--- config.mk ---
export PLATFORM = sky130hd
export DESIGN_NAME = sleep_power_and_smi_sci_gen
export DESIGN_NICKNAME = d
export VERILOG_FILES = /design/src/shared/sleep_pm_pkg.sv /design/src/core/pm_min_timer.sv /design/src/core/sleep_power_and_smi_sci_gen.sv
export VERILOG_INCLUDE_DIRS = /design/src /design/src/shared
export SDC_FILE = /design/constraint.sdc
export NUM_CORES = 1
export LEC_CHECK = 0
export CAP_MARGIN = 20
export CORE_ASPECT_RATIO = 0.5
export CORE_MARGIN = 2
export CORE_UTILIZATION = 55
export CTS_BUF_LIST = sky130_fd_sc_hd__clkbuf_8 sky130_fd_sc_hd__clkbuf_16
export DETAILED_ROUTE_END_ITERATION = 12
export DONT_BUFFER_PORTS = 1
export PLACE_DENSITY = 0.73
export SYNTH_ARGS = -nofsm -noshare
export SYNTH_HDL_FRONTEND = slang
export SYNTH_SLANG_ARGS = --single-unit
--- constraint.sdc ---
create_clock -name mclk -period 2.4 [get_ports mclk]
set_clock_uncertainty 0.2 [all_clocks]
set_input_delay 0.36 -clock mclk [delete_from_list [all_inputs] [get_ports mclk]]
set_output_delay 0.36 -clock mclk [all_outputs]
set_load 0.02 [all_outputs]
--- src/shared/sleep_pm_params.svh ---
`ifndef SLEEP_PM_PARAMS_SVH
`define SLEEP_PM_PARAMS_SVH

// Register byte offsets on the plain register port
`define PM_REG_CTRL         8'h00
`define PM_REG_MGMT_EN      8'h04
`define PM_REG_EVT_STS      8'h08
`define PM_REG_EVT_EN       8'h0c
`define PM_REG_SCI_CFG      8'h10
`define PM_REG_STATE        8'h14

// Control register fields
`define PM_CTRL_SLEEP_GO    0
`define PM_CTRL_MIN_EN      1
`define PM_CTRL_SW_EVT      2
`define PM_CTRL_TYPE_LO     4
`define PM_CTRL_TYPE_HI     5

// Sleep type codes; both land in the same sleep state
`define PM_SLP_TYPE_S4      2'h1
`define PM_SLP_TYPE_S5      2'h2

// Management enable register fields
`define PM_MGMT_GLOBAL_EN   0
`define PM_MGMT_EOI         1
`define PM_MGMT_SCI_ROUTE   2

// Event status and enable bit positions
`define PM_EVT_PWRBTN       0
`define PM_EVT_BATLOW       1
`define PM_EVT_SW           2

// SCI configuration fields
`define PM_SCI_SEL_HI       4
`define PM_SCI_APIC         8
`define PM_SCI_SHARED       9

// State register fields
`define PM_ST_ASLEEP        0
`define PM_ST_MIN_BUSY      1
`define PM_ST_SHORT         2
`define PM_ST_MGMT_ACT      3
`define PM_ST_SCI_LEVEL     4
`define PM_ST_PWR_GOOD      5
`define PM_ST_BATLOW        6
`define PM_ST_SEL_LEGAL     7

// Reset values
`define PM_EOI_RESET        1'b1
`define PM_SCI_SEL_RESET    5'h09
`define PM_GLOBAL_EN_RESET  1'b0

// Timing
`define PM_CLK_MHZ          200
`define PM_S4_MIN_TIME_US   1000

// Virtual wire message code for a management interrupt (arbitrary value)
`define PM_VW_MGMT_CODE     8'h01

`endif

--- src/shared/sleep_pm_pkg.sv ---
`default_nettype none

package sleep_pm_pkg;

    // Power state, one-hot
    typedef enum logic [1:0] {
        PM_ON    = 2'b01,
        PM_SLEEP = 2'b10
    } pm_state_e;

    // One bit per event source
    typedef logic [2:0] pm_evt_t;

endpackage

`default_nettype wire

--- src/core/pm_min_timer.sv ---
`timescale 1ns/1ps
`default_nettype none

module pm_min_timer #(
    parameter int unsigned CYCLES = 32'd200000
) (
    input  wire logic mclk,
    input  wire logic srst,
    input  wire logic ce,
    input  wire logic start,
    input  wire logic run,
    output logic      busy
);

    logic [31:0] count;

    // Counts up from the entry into sleep; stops once the minimum has passed
    always_ff @(posedge mclk) begin
        if (srst) begin
            count <= 32'h0;
            busy  <= 1'b0;
        end else if (ce) begin
            if (start) begin
                count <= 32'h1;
                busy  <= (CYCLES > 32'd1);
            end else if (!run) begin
                busy  <= 1'b0;
            end else if (busy) begin
                count <= count + 32'h1;
                busy  <= (count + 32'h1) < CYCLES;
            end
        end
    end

endmodule

`default_nettype wire

--- src/core/sleep_power_and_smi_sci_gen.sv ---
// Contract
// - One sleep-S4 output covers S4 and S5; no separate S5 output exists.
// - Entering S4/S5 asserts sleep-S4 so supplies may drop, memory included.
// - Minimum-assertion feature forces full DRAM power cycle or flags too-short off time.
// - Core power-good low asserts platform reset without waiting for a clock.
// - Battery low blocks wake from S4 and S5.
// - Battery low asserting in S0 raises a management interrupt.
// - Enabled event with end-of-interrupt set clears it and signals interrupt.
// - Management interrupts go out as virtual wire messages, not a pin.
// - After a message, pending events are ignored until end-of-interrupt is set.
// - Setting end-of-interrupt with events still active sends another message.
// - SCI is driven as a level, never a pulse.
// - Without APIC the SCI goes to legacy line 9, 10 or 11.
// - With APIC the SCI may go to lines 9 to 11 or 20 to 23.
// - SCI polarity follows whether the chosen line is shared with PCI.
// - SCI stays asserted while any enabled source is active.
// - Each source has its own status flag and enable bit.
// - Global management enable and SCI route enable steer events.
// - Power button is no wake event while sleep-S4 is being stretched.
`timescale 1ns/1ps
`default_nettype none

`include "sleep_pm_params.svh"

module sleep_power_and_smi_sci_gen
    import sleep_pm_pkg::*;
#(
    parameter int unsigned S4_MIN_CYCLES = `PM_S4_MIN_TIME_US * `PM_CLK_MHZ
) (
    input  wire logic        mclk,
    input  wire logic        srst,
    input  wire logic        ce,
    input  wire logic [7:0]  regAddr,
    input  wire logic [31:0] regWrData,
    input  wire logic        regWr,
    input  wire logic        regRd,
    output logic      [31:0] regRdData,
    input  wire logic        core_power_good,
    input  wire logic        battery_low_in_n,
    input  wire logic        powerButtonPress,
    output logic             sleep_s4_out_n,
    output logic             suspend_powerdown_ack,
    output logic             platform_reset_out_n,
    output logic             vwMsgValid,
    output logic      [7:0]  vwMsgCode,
    input  wire logic        vwMsgReady,
    output logic      [23:0] sciIrqLines
);

    pm_state_e   state;
    pm_state_e   next_state;
    pm_evt_t     evtSts;
    pm_evt_t     evtEn;
    pm_evt_t     evtSet;
    pm_evt_t     evtClr;
    logic        s4MinAssertEnable;
    logic [1:0]  sleepType;
    logic        globalMgmtIrqEnable;
    logic        endOfMgmtIrq;
    logic        sciRouteEnable;
    logic [4:0]  sciSel;
    logic        sciApic;
    logic        sciShared;
    logic        s4AssertShort;
    logic        batLowPrev;
    logic        minBusy;
    logic        wrCtrl;
    logic        wrMgmt;
    logic        wrSts;
    logic        wrEn;
    logic        wrSci;
    logic        wrState;
    logic        anyActive;
    logic        mgmtActive;
    logic        sciLevel;
    logic        sleepGo;
    logic        wakeReq;
    logic        issueMsg;

    // Address match, shared by every write decode
    function automatic logic hit(input logic [7:0] a, input logic [7:0] off);
        hit = (a == off);
    endfunction

    // Which lines the SCI may sit on in the current controller mode
    function automatic logic sciLegal(input logic [4:0] sel, input logic apic);
        logic legacy;
        logic upper;
        legacy   = (sel >= 5'h09) && (sel <= 5'h0b);
        upper    = (sel >= 5'h14) && (sel <= 5'h17);
        sciLegal = legacy || (apic && upper);
    endfunction

    assign wrCtrl  = regWr && hit(regAddr, `PM_REG_CTRL);
    assign wrMgmt  = regWr && hit(regAddr, `PM_REG_MGMT_EN);
    assign wrSts   = regWr && hit(regAddr, `PM_REG_EVT_STS);
    assign wrEn    = regWr && hit(regAddr, `PM_REG_EVT_EN);
    assign wrSci   = regWr && hit(regAddr, `PM_REG_SCI_CFG);
    assign wrState = regWr && hit(regAddr, `PM_REG_STATE);

    // Steering of enabled events; the SCI route takes precedence over the global enable
    assign anyActive  = |(evtSts & evtEn);
    assign mgmtActive = anyActive && !sciRouteEnable && globalMgmtIrqEnable;
    assign sciLevel   = anyActive && sciRouteEnable;

    // A message leaves only when the end-of-interrupt bit allows it
    assign issueMsg = mgmtActive && endOfMgmtIrq && !vwMsgValid;

    // Both S4 and S5 requests mean the same sleep state
    assign sleepGo = wrCtrl && regWrData[`PM_CTRL_SLEEP_GO];

    // Wake needs enough battery and must not cut the stretched off time short
    assign wakeReq = powerButtonPress && battery_low_in_n
                     && !(s4MinAssertEnable && minBusy);

    // Next power state
    always_comb begin
        next_state = state;
        unique case (state)
            PM_ON: begin
                if (sleepGo) begin
                    next_state = PM_SLEEP;
                end
            end
            PM_SLEEP: begin
                if (wakeReq) begin
                    next_state = PM_ON;
                end
            end
        endcase
    end

    // Event sources: set beats a same-cycle software clear
    always_comb begin
        evtSet = '0;
        evtSet[`PM_EVT_PWRBTN] = powerButtonPress && (state == PM_ON);
        evtSet[`PM_EVT_BATLOW] = batLowPrev && !battery_low_in_n && (state == PM_ON);
        evtSet[`PM_EVT_SW]     = wrCtrl && regWrData[`PM_CTRL_SW_EVT];
        evtClr = wrSts ? regWrData[2:0] : '0;
    end

    // Minimum off-time counter, restarted on every sleep entry
    pm_min_timer #(
        .CYCLES (S4_MIN_CYCLES)
    ) u_min_timer (
        .mclk  (mclk),
        .srst  (srst),
        .ce    (ce),
        .start (state == PM_ON && next_state == PM_SLEEP),
        .run   (state == PM_SLEEP),
        .busy  (minBusy)
    );

    // Power state and the outputs that follow it
    always_ff @(posedge mclk) begin
        if (srst) begin
            state                 <= PM_ON;
            sleep_s4_out_n        <= 1'b1;
            suspend_powerdown_ack <= 1'b0;
        end else if (ce) begin
            state                 <= next_state;
            sleep_s4_out_n        <= (next_state == PM_ON);
            suspend_powerdown_ack <= (next_state == PM_SLEEP);
        end
    end

    // Platform reset drops at once with power-good; release waits for a clock
    always_ff @(posedge mclk or negedge core_power_good) begin
        if (!core_power_good) begin
            platform_reset_out_n <= 1'b0;
        end else if (srst) begin
            platform_reset_out_n <= 1'b0;
        end else if (ce) begin
            platform_reset_out_n <= (next_state == PM_ON);
        end
    end

    // Battery-low edge detect; input is already synchronous
    always_ff @(posedge mclk) begin
        if (srst) begin
            batLowPrev <= 1'b1;
        end else if (ce) begin
            batLowPrev <= battery_low_in_n;
        end
    end

    // Status flags, one per source
    always_ff @(posedge mclk) begin
        if (srst) begin
            evtSts <= '0;
        end else if (ce) begin
            evtSts <= (evtSts & ~evtClr) | evtSet;
        end
    end

    // Enables and control fields
    always_ff @(posedge mclk) begin
        if (srst) begin
            evtEn               <= '0;
            s4MinAssertEnable   <= 1'b0;
            sleepType           <= `PM_SLP_TYPE_S4;
            globalMgmtIrqEnable <= `PM_GLOBAL_EN_RESET;
            sciRouteEnable      <= 1'b0;
        end else if (ce) begin
            if (wrEn) begin
                evtEn <= regWrData[2:0];
            end
            if (wrCtrl) begin
                s4MinAssertEnable <= regWrData[`PM_CTRL_MIN_EN];
            end
            if (sleepGo) begin
                sleepType <= regWrData[`PM_CTRL_TYPE_HI:`PM_CTRL_TYPE_LO];
            end
            if (wrMgmt) begin
                globalMgmtIrqEnable <= regWrData[`PM_MGMT_GLOBAL_EN];
                sciRouteEnable      <= regWrData[`PM_MGMT_SCI_ROUTE];
            end
        end
    end

    // End-of-interrupt: software may only set it, hardware only clears it
    always_ff @(posedge mclk) begin
        if (srst) begin
            endOfMgmtIrq <= `PM_EOI_RESET;
        end else if (ce) begin
            if (issueMsg) begin
                endOfMgmtIrq <= 1'b0;
            end else if (wrMgmt && regWrData[`PM_MGMT_EOI]) begin
                endOfMgmtIrq <= 1'b1;
            end
        end
    end

    // Virtual wire message, held until the core side accepts it
    always_ff @(posedge mclk) begin
        if (srst) begin
            vwMsgValid <= 1'b0;
            vwMsgCode  <= 8'h00;
        end else if (ce) begin
            if (issueMsg) begin
                vwMsgValid <= 1'b1;
                vwMsgCode  <= `PM_VW_MGMT_CODE;
            end else if (vwMsgReady) begin
                vwMsgValid <= 1'b0;
                vwMsgCode  <= 8'h00;
            end
        end
    end

    // SCI routing; a shared line idles high so it can be wire-combined
    always_ff @(posedge mclk) begin
        if (srst) begin
            sciSel    <= `PM_SCI_SEL_RESET;
            sciApic   <= 1'b0;
            sciShared <= 1'b0;
        end else if (ce && wrSci) begin
            sciSel    <= regWrData[`PM_SCI_SEL_HI:0];
            sciApic   <= regWrData[`PM_SCI_APIC];
            sciShared <= regWrData[`PM_SCI_SHARED];
        end
    end

    // Only the selected legal line carries the level; others stay low
    always_ff @(posedge mclk) begin
        if (srst) begin
            sciIrqLines <= 24'h000000;
        end else if (ce) begin
            for (int i = 0; i < 24; i++) begin
                if (sciLegal(sciSel, sciApic) && (sciSel == 5'(i))) begin
                    sciIrqLines[i] <= sciLevel ^ sciShared;
                end else begin
                    sciIrqLines[i] <= 1'b0;
                end
            end
        end
    end

    // Too-short off time is flagged when stretching was not enforced
    always_ff @(posedge mclk) begin
        if (srst) begin
            s4AssertShort <= 1'b0;
        end else if (ce) begin
            if (state == PM_SLEEP && wakeReq && minBusy) begin
                s4AssertShort <= 1'b1;
            end else if (wrState && regWrData[`PM_ST_SHORT]) begin
                s4AssertShort <= 1'b0;
            end
        end
    end

    // Read data live for exactly one cycle after the strobe
    always_ff @(posedge mclk) begin
        if (srst) begin
            regRdData <= 32'h0;
        end else if (ce) begin
            regRdData <= 32'h0;
            if (regRd) begin
                unique case (regAddr)
                    `PM_REG_CTRL: begin
                        regRdData[`PM_CTRL_MIN_EN]                    <= s4MinAssertEnable;
                        regRdData[`PM_CTRL_TYPE_HI:`PM_CTRL_TYPE_LO]  <= sleepType;
                    end
                    `PM_REG_MGMT_EN: begin
                        regRdData[`PM_MGMT_GLOBAL_EN] <= globalMgmtIrqEnable;
                        regRdData[`PM_MGMT_EOI]       <= endOfMgmtIrq;
                        regRdData[`PM_MGMT_SCI_ROUTE] <= sciRouteEnable;
                    end
                    `PM_REG_EVT_STS: regRdData[2:0] <= evtSts;
                    `PM_REG_EVT_EN:  regRdData[2:0] <= evtEn;
                    `PM_REG_SCI_CFG: begin
                        regRdData[`PM_SCI_SEL_HI:0] <= sciSel;
                        regRdData[`PM_SCI_APIC]     <= sciApic;
                        regRdData[`PM_SCI_SHARED]   <= sciShared;
                    end
                    `PM_REG_STATE: begin
                        regRdData[`PM_ST_ASLEEP]    <= (state == PM_SLEEP);
                        regRdData[`PM_ST_MIN_BUSY]  <= minBusy;
                        regRdData[`PM_ST_SHORT]     <= s4AssertShort;
                        regRdData[`PM_ST_MGMT_ACT]  <= mgmtActive;
                        regRdData[`PM_ST_SCI_LEVEL] <= sciLevel;
                        regRdData[`PM_ST_PWR_GOOD]  <= core_power_good;
                        regRdData[`PM_ST_BATLOW]    <= !battery_low_in_n;
                        regRdData[`PM_ST_SEL_LEGAL] <= sciLegal(sciSel, sciApic);
                    end
                    default: regRdData <= 32'h0;
                endcase
            end
        end
    end

endmodule

`default_nettype wire

==> results.md <==
- Hold Path Class: input port to register
- Clock sinks: 94
- Slowest-stage cell, CP: or4_4
- Drt wl/cell: 16.3 um
- Layout area overhead: 19.0%
- Pwr/cell area: 530 nW/um^2
- Final worst path period need: 2320 ps
- H-tree depth: 3
- Worst Path Max Fanout: 4
- Crit-path most repeated cell: or4_4
- Layout cells sized above 1: 0.176
- Max Cap Viol: 0
- Number of synthesized flops with an enable pin: 0
- Final Power: 3110 uW
- Clock transition at path regs: 70 ps
- Hold path startpoint: regRd
- Final setup viols: 0
- Root cell of the clock tree: clkbuf_16
- Worst r2r path cells: 6
- Vias: 4760
- # rows: 24
- Worst Path Required: 2460 ps
- Diode count: 0
- Synth area leader: dfxtp_1
- GRT Total Usage: 0.265
- Post-Synthesis Cells: 616
- Synth Flop Type: dfxtp_1
- Initial antenna violation count: 0
- First-pass GRT wire length: 20600 um
- Setup crit end kind: register
- Antenna-violating nets left: 0
- F_max: 0.431 GHz
- Final Cycle Share: 0.967
- Simple-gate share of the synthesized area: 0.301
- Hold endpoint: regRdData[0]
- Asr flop ratio synth: 0.0106
- Crit Path Category: register to register
- Slew HR: 0.573
- Clock Tree Buf Depth: 2
- Crit path DAT: 2380 ps
- Initial Util: 0.566
- Sequential-to-total area share from yosys stat: 0.383
- Vias per cell: 6.01
- Avg Cell Area, Syn: 8.00 um^2
- Total iterations of the first detailed-routing run: 5
- Reg-to-reg setup timing slack: 80 ps
- 1st-iter DRT viols: 508
- Final instance area: 5860 um^2
- HPWL reported at the end of detailed placement: 8610 um
- Slew @ Worst Pin: 638 ps
- Synth top area share: 0.378
- Remaining Overflow, GRT: 0
- Leak Pwr: 0.00211 uW
- Worst skew pair latency: 340 ps
- Final WL: 12900 um
- Die footprint: 9780 um^2
- CP max stage delay: 540 ps
- Final Hold Viols: 0
- Synth warnings: 0
- Crit path cell chain: nand4_4 > or4_4 > or4_4 > o21ai_1 > a21oi_1 > a311oi_1
- DRC: 0
- Top-Level Pins: 117
- Seq cells post-synth: 94
- Startpoint Class: register
- Maximum vdd drop: 0.465 mV
- Worst r2r src: u_min_timer.count[4]
- IO buf count: 0
- DIE WIDTH: 138 um
- Nets@finish: 720
- DP Area: 5320 um^2
- Largest family of logic cells by synthesized area: simple AND/OR/NAND/NOR gates
- Mux share of post-synthesis cell area: 0.0332
- Vias in the first global route: 4338
- Largest net degree at the start of global routing: 68
- CTS tree: done
- Reg2Reg Capture Point: u_min_timer.count[31]
- Post-synthesis compound-gate area fraction: 0.187
- Height of the die: 70.9 um
- Post-Syn Area: 4930 um^2
- Post-Synth XOR/XNOR Area: 0.00888
- Core area: 8710 um^2
- Hold Crit Depth: 2
- Synth Area in Adders: 0.00254
- Final number of max-transition violations: 0
- Final TNS setup: 0 ps
- Synth top area cells: dfxtp_1, nor2_1, a21oi_1
- Gpl congestion: 0.906
- Status: finished, final reports clean
- Yosys cell types: 65
- TritonCTS Buffers: 9
[report_power, final]
part / total (uW) / internal, uW / switching (uW)
clock network: 1390 / 730 / 663
registers: 1570 / 1570 / 9.01
logic: 138 / 42.2 / 96.0
[critical path, delay by kind of cell (launching register included)]
kind	cells	cell delay [ps]
flops	1	360
compound gates	3	470
simple gates	3	1200
[placed cells by master (no fill, tap or decap), types with 14 or more instances in the layout]
master          n
dfxtp_1        86
buf_4          70
nor2_1         69
nand2_1        54
a21oi_1        46
nand3_1        31
conb_1         29
o21ai_0        24
and2_1         21
dlygate4sd3_1  14
[cell usage after synthesis (all sizes together), types with 2 or more instances]
master	n
a41oi	2
or2	4
nand2	54
buf	39
a22o	6
nand4b	5
o32ai	2
mux2i	13
dfxtp	93
nand4	14
nor4	12
nor2b	9
o211ai	4
nand3	32
a22oi	6
nor2	69
a21boi	3
nand3b	5
a211oi	6
a211o	4
or3	10
xor2	2
a221oi	2
a221o	2
nor4b	5
inv	6
clkbuf	32
and2	22
xnor2	3
mux2	3
o21ai	26
a32oi	2
a311oi	11
or4	9
a21oi	47
a31oi	6
nand2b	5
and3	7
nor3	14
a21o	2
o31ai	4
[registers in the layout (all words and copies together) (netlist names), 2 cells and up]
register           cells
sciIrqLines           24
regRdData             10
evtEn                  3
sciSel                 5
sleepType              2
evtSts                 3
state                  2
u_min_timer.count     32
[per-layer routing]
| metal | vias to the layer above | global-route usage | share of wire | wire length [um] |
|---|---|---|---|---|
| met5 | - | 0 | 0 | 0 |
| met3 | 38 | 0.0638 | 0.070 | 905 |
| met1 | 2203 | 0.328 | 0.43 | 5590 |
| met4 | 0 | 0.103 | 0.024 | 311 |
| met2 | 223 | 0.448 | 0.47 | 6140 |
| li1 | 2296 | - | - | - |
[final cells by class]
cell class / instances / area (um^2)
Inverter: 7 / 26.3
Tap cell: 117 / 146
Sequential cell: 94 / 1900
Clock inverter: 7 / 65.1
Timing Repair Buffer: 86 / 713
Multi-Input combinational cell: 472 / 2790
Clock buffer: 9 / 225
Fill cell: 723 / 2840
[kinds of logic (layout without fill, tap and decap cells)]
logic type,Yosys count,count (layout)
buffers and inverters,78,109
multiplexers,16,16
XOR/XNOR,5,5
other,1,29
AO/OA/AOI/OAI,142,142
flip-flops,94,94
adder cells (fa/ha/maj),1,1
AND/OR/NAND/NOR,279,279
[repair_timing]
item,CTS,global route
endpoints found under the setup margin,1,6
hold endpoints to repair,68,0
resized for setup,1,17
buffers inserted,0,3
pin swaps,0,2
hold buffers,15,0
[how the worst max path moves through the flow]
stage / from / to / slack (ps) / cells after the start
2_1_floorplan: regAddr[0] / sciSel[0] / 1 / 7
3_3_place_gp: u_min_timer.count[0] / u_min_timer.busy / 30 / 7
3_5_place_dp: regAddr[0] / regRdData[3] / 20 / 9
4_1_cts: u_min_timer.count[0] / u_min_timer.count[24] / 6 / 9
5_1_grt: u_min_timer.count[0] / u_min_timer.busy / -10 / 10
6_report: u_min_timer.count[4] / u_min_timer.count[31] / 80 / 6
[metrics by stage]
step,instances,hold slack (ps),setup slack (ps),util
finish,792,2.24,78.3,0.673
global route,792,15.5,-10.7,0.673
CTS,789,0.0434,5.65,0.665
detailed placement,758,-136,17.7,0.611
global placement,758,-136,32.5,0.611
floorplan,644,-136,1.32,-
Note: power is estimated with default switching activity, not from simulation.
